**src/logic/sfe_pkg.sv**
```systemverilog
package sfe_pkg;

   // -------------------------------------------------------------
   // widths and counts
   // -------------------------------------------------------------
   localparam int unsigned SFE_BYTE_W     = 8;          // one serial byte
   localparam int unsigned SFE_RX_W       = 9;          // byte plus opcode marker
   localparam int unsigned SFE_FIFO_DEPTH = 4;          // receive buffer words
   localparam int unsigned SFE_CNT_W      = 3;          // bit position counter
   localparam int unsigned SFE_PAGE_W     = 9;          // data byte counter width
   localparam int unsigned SFE_HDR_W      = 3;          // header byte counter width
   localparam int unsigned SFE_CLK_PERIOD_NS = 8;       // system clock period

   // -------------------------------------------------------------
   // fixed values
   // -------------------------------------------------------------
   localparam logic [SFE_CNT_W-1:0]  SFE_BIT_ZERO   = 3'h0;   // first bit of a byte
   localparam logic [SFE_CNT_W-1:0]  SFE_LAST_BIT   = 3'h7;   // eighth bit of a byte
   localparam logic [SFE_CNT_W-1:0]  SFE_SINGLE_REM = 3'h7;   // falls left after a single-lane load
   localparam logic [SFE_CNT_W-1:0]  SFE_DUAL_REM   = 3'h3;   // falls left after a dual-lane load
   localparam logic [SFE_PAGE_W-1:0] SFE_PAGE_BYTES = 9'h100; // one page of data bytes
   localparam logic [SFE_HDR_W-1:0]  SFE_HDR_BYTES  = 3'h4;   // opcode plus three address bytes
   localparam logic                  SFE_SEL_RST    = 1'b0;   // select history at reset
   localparam logic                  SFE_SCK_RST    = 1'b0;   // clock history at reset

   // -------------------------------------------------------------
   // state types
   // -------------------------------------------------------------
   typedef enum logic [1:0] {
      SFE_ST_STANDBY,
      SFE_ST_SELECTED,
      SFE_ST_FINISHING
   } sfe_frame_t;

   typedef enum logic [1:0] {
      SFE_OUT_IDLE,
      SFE_OUT_SINGLE,
      SFE_OUT_DUAL
   } sfe_out_t;

endpackage

```
**src/logic/sfe_stream_if.sv**
```systemverilog
`timescale 1ns/1ps
// -------------------------------------------------------------
// valid/ready word stream between internal modules
// -------------------------------------------------------------
interface sfe_stream_if #(parameter int unsigned WIDTH = 9);
   logic             valid;   // word offered
   logic             ready;   // word accepted
   logic [WIDTH-1:0] data;    // word payload

   modport src (output valid, output data, input ready);
   modport snk (input valid, input data, output ready);
endinterface

```
**src/logic/sfe_edge.sv**
```systemverilog
`timescale 1ns/1ps
// -------------------------------------------------------------
// edge finder for a pin already synchronous to clk
// -------------------------------------------------------------
module sfe_edge #(
   parameter logic RESET_LEVEL = 1'b0
) (
   input  wire logic clk,
   input  wire logic resetn,
   input  wire logic level,
   output logic      level_q,
   output logic      rise,
   output logic      fall
);

   // history of the pin, one clock old
   always_ff @(posedge clk or negedge resetn) begin
      if (!resetn) begin
         level_q <= RESET_LEVEL;
      end else begin
         level_q <= level;
      end
   end

   // edges are one-cycle pulses in the cycle the pin changes
   assign rise = level & ~level_q;
   assign fall = ~level & level_q;

endmodule

```
**src/logic/sfe_fifo.sv**
```systemverilog
`timescale 1ns/1ps
// -------------------------------------------------------------
// small show-ahead fifo, honest full and empty
// -------------------------------------------------------------
module sfe_fifo #(
   parameter int unsigned WIDTH = 9,
   parameter int unsigned DEPTH = 4
) (
   input  wire logic clk,
   input  wire logic resetn,
   sfe_stream_if.snk wr,
   sfe_stream_if.src rd
);

   localparam int unsigned AW = (DEPTH > 1) ? $clog2(DEPTH) : 1;
   localparam logic [AW-1:0] LAST_IDX = AW'(DEPTH - 1);
   localparam logic [AW:0]   FULL_CNT = (AW + 1)'(DEPTH);

   logic [WIDTH-1:0] mem [DEPTH];   // word storage
   logic [AW-1:0]    wr_ptr;        // next slot to fill
   logic [AW-1:0]    rd_ptr;        // oldest word
   logic [AW:0]      count;         // words held
   logic             do_wr;         // write this cycle
   logic             do_rd;         // read this cycle

   assign wr.ready = (count != FULL_CNT);
   assign rd.valid = (count != '0);
   assign rd.data  = mem[rd_ptr];
   assign do_wr    = wr.valid & wr.ready;
   assign do_rd    = rd.valid & rd.ready;

   // storage has no reset; only the pointers and count define what is valid
   always_ff @(posedge clk) begin
      if (do_wr) begin
         mem[wr_ptr] <= wr.data;
      end
   end

   // pointers wrap at depth, which need not be a power of two
   always_ff @(posedge clk or negedge resetn) begin
      if (!resetn) begin
         wr_ptr <= '0;
         rd_ptr <= '0;
      end else begin
         if (do_wr) begin
            wr_ptr <= (wr_ptr == LAST_IDX) ? '0 : wr_ptr + 1'b1;
         end
         if (do_rd) begin
            rd_ptr <= (rd_ptr == LAST_IDX) ? '0 : rd_ptr + 1'b1;
         end
      end
   end

   // fill level
   always_ff @(posedge clk or negedge resetn) begin
      if (!resetn) begin
         count <= '0;
      end else if (do_wr & ~do_rd) begin
         count <= count + 1'b1;
      end else if (do_rd & ~do_wr) begin
         count <= count - 1'b1;
      end
   end

endmodule

```
**src/logic/sfe_front_end.sv**
```systemverilog
`timescale 1ns/1ps
// Function
// - select fall starts every operation
// - select rise ends the current operation
// - deselected: standby, serial output released
// - deselected: input pin ignored, nothing shifted
// - self-timed cycle delays standby past deselect
// - input bits sampled on serial clock rise
// - output bits change only on clock fall
// - dual read: lane0 becomes output, two bits
// - dual read: lane1 stays driven output
// - works with clock idling low or high
// - program counts up to 256 data bytes, later bytes still pass
// - pause ignores clock and input, releases outputs
module sfe_front_end
   import sfe_pkg::*;
#(
   parameter int unsigned               FIFO_DEPTH = sfe_pkg::SFE_FIFO_DEPTH,
   parameter logic [sfe_pkg::SFE_PAGE_W-1:0] PAGE_BYTES = sfe_pkg::SFE_PAGE_BYTES,
   parameter logic [sfe_pkg::SFE_HDR_W-1:0]  HDR_BYTES  = sfe_pkg::SFE_HDR_BYTES
) (
   input  wire logic                              clk,
   input  wire logic                              resetn,
   input  wire logic                              select_n,
   input  wire logic                              sck,
   input  wire logic                              pause_n,
   input  wire logic                              dual_lane0_in,
   output logic                                   dual_lane0_out,
   output logic                                   dual_lane0_oe,
   output logic                                   dual_lane1_out,
   output logic                                   dual_lane1_oe,
   output logic [sfe_pkg::SFE_BYTE_W-1:0]         rx_data,
   output logic                                   rx_first,
   output logic                                   rx_valid,
   input  wire logic                              rx_ready,
   input  wire logic [sfe_pkg::SFE_BYTE_W-1:0]    tx_data,
   input  wire logic                              tx_valid,
   output logic                                   tx_ack,
   input  wire logic                              dual_read,
   input  wire logic                              op_busy,
   output logic                                   frame_active,
   output logic                                   frame_end,
   output logic                                   standby,
   output logic                                   page_full,
   output logic                                   rx_overrun,
   output logic                                   tx_underrun
);
   import sfe_pkg::*;

   // -------------------------------------------------------------
   // declarations
   // -------------------------------------------------------------
   sfe_frame_t              state;          // frame state
   sfe_out_t                out_state;      // output lane mode
   logic                    sck_q;          // clock history
   logic                    sck_rise;       // clock rise pulse
   logic                    sck_fall;       // clock fall pulse
   logic                    sel_q;          // select history
   logic                    sel_rise;       // deselect pulse
   logic                    sel_fall;       // select pulse
   logic                    live;           // selected and not paused
   logic                    in_rise;        // clock rise that may sample
   logic                    in_fall;        // clock fall that may drive
   logic [SFE_CNT_W-1:0]    bit_cnt;        // input bit position
   logic [SFE_BYTE_W-2:0]   rx_shift;       // first seven bits of a byte
   logic                    byte_done;      // eighth bit sampled now
   logic [SFE_HDR_W-1:0]    hdr_cnt;        // header bytes seen
   logic [SFE_PAGE_W-1:0]   data_cnt;       // data bytes seen
   logic [SFE_BYTE_W-1:0]   tx_shift;       // output bits not yet driven
   logic [SFE_CNT_W-1:0]    out_rem;        // falls left in output byte
   logic                    load_now;       // take a new output byte
   logic                    drive_ok;       // output may be enabled

   sfe_stream_if #(.WIDTH(SFE_RX_W)) rx_in ();    // shifter into fifo
   sfe_stream_if #(.WIDTH(SFE_RX_W)) rx_out ();   // fifo into output stage

   // -------------------------------------------------------------
   // pin edges
   // -------------------------------------------------------------
   // reset history low so a select held low through reset is no start
   sfe_edge #(.RESET_LEVEL(SFE_SEL_RST)) u_sel_edge (
      .clk     (clk),
      .resetn  (resetn),
      .level   (select_n),
      .level_q (sel_q),
      .rise    (sel_rise),
      .fall    (sel_fall)
   );

   sfe_edge #(.RESET_LEVEL(SFE_SCK_RST)) u_sck_edge (
      .clk     (clk),
      .resetn  (resetn),
      .level   (sck),
      .level_q (sck_q),
      .rise    (sck_rise),
      .fall    (sck_fall)
   );

   // clock edges count only inside a frame and outside a pause
   assign live    = (state == SFE_ST_SELECTED) & pause_n;
   // the edge preceding the first sampled rise is a fall in mode 3;
   // nothing is loaded then because no output byte is offered yet
   assign in_rise = sck_rise & live & ~sel_rise;
   assign in_fall = sck_fall & live & ~sel_rise;
   assign drive_ok = (state == SFE_ST_SELECTED) & ~sel_rise & pause_n;

   // -------------------------------------------------------------
   // frame state
   // -------------------------------------------------------------
   // a rise while a program or erase runs parks in finishing
   always_ff @(posedge clk or negedge resetn) begin
      if (!resetn) begin
         state <= SFE_ST_STANDBY;
      end else begin
         case (state)
            SFE_ST_STANDBY: begin
               if (sel_fall) begin
                  state <= SFE_ST_SELECTED;
               end
            end
            SFE_ST_SELECTED: begin
               if (sel_rise) begin
                  state <= op_busy ? SFE_ST_FINISHING : SFE_ST_STANDBY;
               end
            end
            SFE_ST_FINISHING: begin
               // host may reselect to poll while the cycle still runs
               if (sel_fall) begin
                  state <= SFE_ST_SELECTED;
               end else if (!op_busy) begin
                  state <= SFE_ST_STANDBY;
               end
            end
            default: begin
               state <= SFE_ST_STANDBY;
            end
         endcase
      end
   end

   // -------------------------------------------------------------
   // input shifter
   // -------------------------------------------------------------
   // in dual output the input pin is ours, so no bits are taken
   assign byte_done = in_rise & (out_state != SFE_OUT_DUAL) & (bit_cnt == SFE_LAST_BIT);

   always_ff @(posedge clk or negedge resetn) begin
      if (!resetn) begin
         bit_cnt  <= SFE_BIT_ZERO;
         rx_shift <= '0;
      end else if (sel_fall) begin
         bit_cnt  <= SFE_BIT_ZERO;
         rx_shift <= '0;
      end else if (in_rise && out_state != SFE_OUT_DUAL) begin
         bit_cnt  <= bit_cnt + 1'b1;
         rx_shift <= {rx_shift[SFE_BYTE_W-3:0], dual_lane0_in};
      end
   end

   // whole byte: seven stored bits then the one on the pin now
   assign rx_in.valid = byte_done;
   assign rx_in.data  = {(hdr_cnt == '0), rx_shift, dual_lane0_in};

   // -------------------------------------------------------------
   // byte accounting
   // -------------------------------------------------------------
   // header first, then data bytes counted up to a page
   always_ff @(posedge clk or negedge resetn) begin
      if (!resetn) begin
         hdr_cnt  <= '0;
         data_cnt <= '0;
      end else if (sel_fall) begin
         hdr_cnt  <= '0;
         data_cnt <= '0;
      end else if (byte_done) begin
         if (hdr_cnt != HDR_BYTES) begin
            hdr_cnt <= hdr_cnt + 1'b1;
         end else if (data_cnt != PAGE_BYTES) begin
            data_cnt <= data_cnt + 1'b1;
         end
      end
   end

   // a full page is flagged; later bytes still pass for the array to wrap
   always_ff @(posedge clk or negedge resetn) begin
      if (!resetn) begin
         page_full <= 1'b0;
      end else begin
         page_full <= (data_cnt == PAGE_BYTES);
      end
   end

   // -------------------------------------------------------------
   // receive buffer and output stage
   // -------------------------------------------------------------
   sfe_fifo #(.WIDTH(SFE_RX_W), .DEPTH(FIFO_DEPTH)) u_rx_fifo (
      .clk    (clk),
      .resetn (resetn),
      .wr     (rx_in),
      .rd     (rx_out)
   );

   // register stage keeps the user outputs straight from flops
   assign rx_out.ready = ~rx_valid | rx_ready;

   always_ff @(posedge clk or negedge resetn) begin
      if (!resetn) begin
         rx_valid <= 1'b0;
         rx_first <= 1'b0;
         rx_data  <= '0;
      end else if (rx_out.valid && rx_out.ready) begin
         rx_valid <= 1'b1;
         rx_first <= rx_out.data[SFE_RX_W-1];
         rx_data  <= rx_out.data[SFE_BYTE_W-1:0];
      end else if (rx_ready) begin
         rx_valid <= 1'b0;
      end
   end

   // the serial host cannot be stalled, so a full buffer loses the byte;
   // the loss is flagged until the next select fall
   always_ff @(posedge clk or negedge resetn) begin
      if (!resetn) begin
         rx_overrun <= 1'b0;
      end else if (byte_done && !rx_in.ready) begin
         rx_overrun <= 1'b1;
      end else if (sel_fall) begin
         rx_overrun <= 1'b0;
      end
   end

   // -------------------------------------------------------------
   // output serialiser
   // -------------------------------------------------------------
   // a new byte starts only on an input byte boundary or right after
   // the previous output byte
   assign load_now = in_fall & (out_rem == SFE_BIT_ZERO) & tx_valid &
                     ((out_state != SFE_OUT_IDLE) | (bit_cnt == SFE_BIT_ZERO));

   always_ff @(posedge clk or negedge resetn) begin
      if (!resetn) begin
         out_state      <= SFE_OUT_IDLE;
         tx_shift       <= '0;
         out_rem        <= SFE_BIT_ZERO;
         dual_lane1_out <= 1'b0;
         dual_lane0_out <= 1'b0;
      end else if (sel_fall) begin
         out_state <= SFE_OUT_IDLE;
         out_rem   <= SFE_BIT_ZERO;
      end else if (load_now) begin
         dual_lane1_out <= tx_data[SFE_BYTE_W-1];
         if (dual_read) begin
            out_state      <= SFE_OUT_DUAL;
            dual_lane0_out <= tx_data[SFE_BYTE_W-2];
            tx_shift       <= {tx_data[SFE_BYTE_W-3:0], 2'b00};
            out_rem        <= SFE_DUAL_REM;
         end else begin
            out_state <= SFE_OUT_SINGLE;
            tx_shift  <= {tx_data[SFE_BYTE_W-2:0], 1'b0};
            out_rem   <= SFE_SINGLE_REM;
         end
      end else if (in_fall && out_rem != SFE_BIT_ZERO) begin
         dual_lane1_out <= tx_shift[SFE_BYTE_W-1];
         out_rem        <= out_rem - 1'b1;
         if (out_state == SFE_OUT_DUAL) begin
            dual_lane0_out <= tx_shift[SFE_BYTE_W-2];
            tx_shift       <= {tx_shift[SFE_BYTE_W-3:0], 2'b00};
         end else begin
            tx_shift <= {tx_shift[SFE_BYTE_W-2:0], 1'b0};
         end
      end
   end

   // byte taken: one-cycle acknowledge, user then offers the next
   always_ff @(posedge clk or negedge resetn) begin
      if (!resetn) begin
         tx_ack <= 1'b0;
      end else begin
         tx_ack <= load_now;
      end
   end

   // a byte boundary with no byte offered repeats the last level
   always_ff @(posedge clk or negedge resetn) begin
      if (!resetn) begin
         tx_underrun <= 1'b0;
      end else if (in_fall && out_rem == SFE_BIT_ZERO && out_state != SFE_OUT_IDLE && !tx_valid) begin
         tx_underrun <= 1'b1;
      end else if (sel_fall) begin
         tx_underrun <= 1'b0;
      end
   end

   // -------------------------------------------------------------
   // output enables
   // -------------------------------------------------------------
   // released whenever deselected or paused; lane0 only in dual
   always_ff @(posedge clk or negedge resetn) begin
      if (!resetn) begin
         dual_lane1_oe <= 1'b0;
         dual_lane0_oe <= 1'b0;
      end else begin
         dual_lane1_oe <= drive_ok & ((out_state != SFE_OUT_IDLE) | load_now);
         dual_lane0_oe <= drive_ok & ((out_state == SFE_OUT_DUAL) |
                                      (load_now & dual_read));
      end
   end

   // -------------------------------------------------------------
   // frame status
   // -------------------------------------------------------------
   always_ff @(posedge clk or negedge resetn) begin
      if (!resetn) begin
         frame_active <= 1'b0;
         frame_end    <= 1'b0;
         standby      <= 1'b1;
      end else begin
         frame_active <= (state == SFE_ST_SELECTED) & ~sel_rise;
         frame_end    <= (state == SFE_ST_SELECTED) & sel_rise;
         standby      <= (state == SFE_ST_STANDBY) & ~sel_fall;
      end
   end

endmodule

```
**config.mk**
```make
export PLATFORM = sky130hd
export DESIGN_NAME = sfe_front_end
export DESIGN_NICKNAME = d
export VERILOG_FILES = /design/src/logic/sfe_pkg.sv /design/src/logic/sfe_stream_if.sv /design/src/logic/sfe_edge.sv /design/src/logic/sfe_fifo.sv /design/src/logic/sfe_front_end.sv
export SDC_FILE = /design/constraint.sdc
export NUM_CORES = 1
export LEC_CHECK = 0
export BUFFER_PORTS_ARGS = -buffer_cell sky130_fd_sc_hd__buf_2
export CAP_MARGIN = 30
export CORE_MARGIN = 5
export CORE_UTILIZATION = 29
export CTS_CLUSTER_DIAMETER = 200
export DETAILED_ROUTE_END_ITERATION = 12
export PLACE_DENSITY_LB_ADDON = 0.12
export SYNTH_ARGS = -nofsm -noshare
export SYNTH_HDL_FRONTEND = slang
export SYNTH_SLANG_ARGS = --single-unit
```
**constraint.sdc**
```tcl
create_clock -name clk -period 3.04 [get_ports clk]
set_input_delay 0.152 -clock clk [delete_from_list [all_inputs] [get_ports clk]]
set_output_delay 0.152 -clock clk [all_outputs]
set_load 0.01 [all_outputs]
```
==> reports/qor.yml <==
status: "completed"
drc_errors: 0
hp-class: "in2reg"
switchingPower_mw: 0.909
netlist_top_cells_area: "dfrtp_1 (35%), edfxtp_1 (23%), mux2i_1 (5.4%)"
synth_top_family_by_area: "multiplexers"
antenna_found_initial: 0
cts_tree: "done"
crit_arrival_ps: 2890
layout.cells.most_common: "dfrtp_1"
pwr-share-seq_pct: 50.7
dr_total_vias: 2759
port_buffers: 38
fp.coreArea_mm2: 0.0158
grt_use_total_pct: 10.4
clock_power_share_pct: 32.7
yosysUniqueCellTypes: 54
synth_top_area_cell: "dfrtp_1"
via_per_inst: 4.49
crit_type: "reg2reg"
avgSynthCellArea_um2: 13.4
regArea_mm2: 0.00273
root_buffer: "clkbuf_16"
slew_headroom_pct: 52.4
synth-async-reset-ratio_pct: 64.7
synth_compound_area_share_pct: 5.71
nNetsFinal: 427
rsz0062_at_grt: "no"
synthCells: 345
cts-htree-levels: 3
period_share_pct: 86.0
fp.dieH_um: 136
synthMuxAreaShare_pct: 14.7
die-area_mm2: 0.0186
worst_pin_slew_ps: 707
synthFlopType: "dfrtp_1"
ys_seq_elements: 102
setup_slack_ps: 427
synth_top_area_share_pct: 35.2
drt_iter0_drc: 81
start_kind: "flip-flop"
end_kind: "flip-flop"
fin_tns_setup_ps: 0
synth_nets: 379
io-pin-count: 39
grt_pass1_vias: 2854
clkLatencyLatePin_ps: 350
grt_pass1_wl_mm: 14.7
postCtsSetupRepairBufs: 0
period_needed_ps: 2610
clkSlewWorstSetupHoldPaths_ps: 70
final_cell_mix: "dfrtp_1 (65), buf_2 (38), edfxtp_1 (36), nor2_1 (28), mux2i_1 (25)"
synth_area_mm2: 0.00463
intPower_mw: 2.41
routed_wl_mm: 8.94
pwr-share-comb_pct: 16.6
dp_slack_ps: 391
ys_seq_area_share_pct: 59.1
power.density_mw_per_mm2: 617
ant_nets: 0
start_util_pct: 29.3
ir_worst_vdd_uv: 307
drive_gt1_share_pct: 24.9
syn_to_final_growth_pct: 16.5
numCtsBuffers: 9
grt_max_degree: 28
die_w_um: 136
p_sw_share_pct: 27.4
whs_ps: 51.6
synthSimpleGateAreaFrac_pct: 10.9
dpl.hpwl_mm: 6.39
grt_overflow: 0
setup_viol: 0
leakage_nw: 2.29
cp_max_fo: 7
max-cap-violations: 0
num_antenna_cells: 0
worstPathRequired_ps: 3310
fmax_ghz: 0.383
yosys.area_share.xor_xnor_pct: 1.89
synth_edf_count: 36
place.gp.congestion: 0.742
wl_per_cell_um: 14.6
power_mw: 3.32
rows: 46
cts_buffer_depth: 2
clock-sinks: 102
nFillCells: 1596
multi_input_area_mm2: 0.00175
drt_first_pass_iters: 4
synthAdderAreaFrac_pct: 4.49
final_core_util_pct: 34.2
hold_viol: 0
clock-skew-final_ps: 6.08
ys_warn_count: 0
drv_slew: 0
## flip-flops by register name, indices dropped and copies added, names as in the netlist, 2 cells and up
register          cells
state                 2
rx_shift              7
u_rx_fifo.mem        36
tx_shift              7
data_cnt              9
rx_data               8
u_rx_fifo.count       3
bit_cnt               3
out_rem               3
u_rx_fifo.rd_ptr      2
u_rx_fifo.wr_ptr      2
out_state             2
hdr_cnt               3
## power by group through the flow
stage,Clock (mW),Sequential [mW],Combinational [mW]
after global routing,1.19,1.72,0.621
after detailed placement,0,1.72,0.564
after global placement,0,1.72,0.556
after CTS,1.14,1.70,0.568
final,1.09,1.69,0.552
after floorplan,0,1.67,0.425
## layer usage
metal  global-route usage [%]  part of all wire, %
met2                     17.7                   50
met1                     12.2                   44
met5                        0                    0
met3                     3.11                  3.9
met4                     4.59                  2.1
## what timing repair did
item	CTS	global route
hold buffers	4	0
resized for setup	0	0
hold endpoints to repair	26	0
## cells in the mapped netlist (9+ instances only)
| cell | n |
|---|---|
| nand3_1 | 11 |
| mux4_2 | 9 |
| nand2_1 | 19 |
| a21oi_1 | 9 |
| ha_1 | 15 |
| dfrtp_1 | 65 |
| mux2i_1 | 25 |
| edfxtp_1 | 36 |
| nor2_1 | 28 |
| inv_1 | 18 |
| mux2_2 | 20 |
## final cells by class
| cell class | count | share of cell area, % |
|---|---|---|
| well taps | 216 | 5.02 |
| repair buffers | 50 | 5.39 |
| inverters | 18 | 1.25 |
| clock buffers | 11 | 4.32 |
| flip-flops and latches | 102 | 50.7 |
| clock inverters | 5 | 0.789 |
| multi-input cells | 212 | 32.5 |
## worst max-delay path: stages (launching register included)
cell and delay [ps]:
dfrtp_1 380, ha_1 160, ha_1 160, nand2_1 60, nor3_1 270, nand2_1 150, a21oi_2 260, ha_1 240
inv_1 60, fa_1 370, xor2_1 160, nor2_1 110, xor2_1 160
## cells by family after synthesis
family / after synthesis
buffers and inverters: 31
adder cells (fa/ha/maj): 16
multiplexers: 54
XOR/XNOR: 10
AND/OR/NAND/NOR: 96
flip-flops: 102
AO/OA/AOI/OAI: 36
## per-stage QoR
stage                     std cells  area, um^2
after floorplan                 345        4630
after global placement          594        5070
after detailed placement        594        5070
after CTS                       614        5390
after global routing            614        5390
final                           614        5390
## path summary, 6_finish.rpt
check	from	endpoint	slack, ps	cells after the start
min reg2reg	state[1]$_DFFE_PN0P_	standby$_DFF_PN1_	470	1
min	tx_data[7]	dual_lane1_out$_DFFE_PN0P_	50	3
max in group asynchronous	resetn	standby$_DFF_PN1_	1860	3
max	bit_cnt[0]$_DFFE_PN0P_	u_rx_fifo.count[2]$_DFFE_PN0P_	430	12
max reg2reg	bit_cnt[0]$_DFFE_PN0P_	u_rx_fifo.count[2]$_DFFE_PN0P_	430	12
min in group asynchronous	resetn	rx_data[5]$_DFFE_PN0P_	350	2
Power figures use the tool's default switching activity.
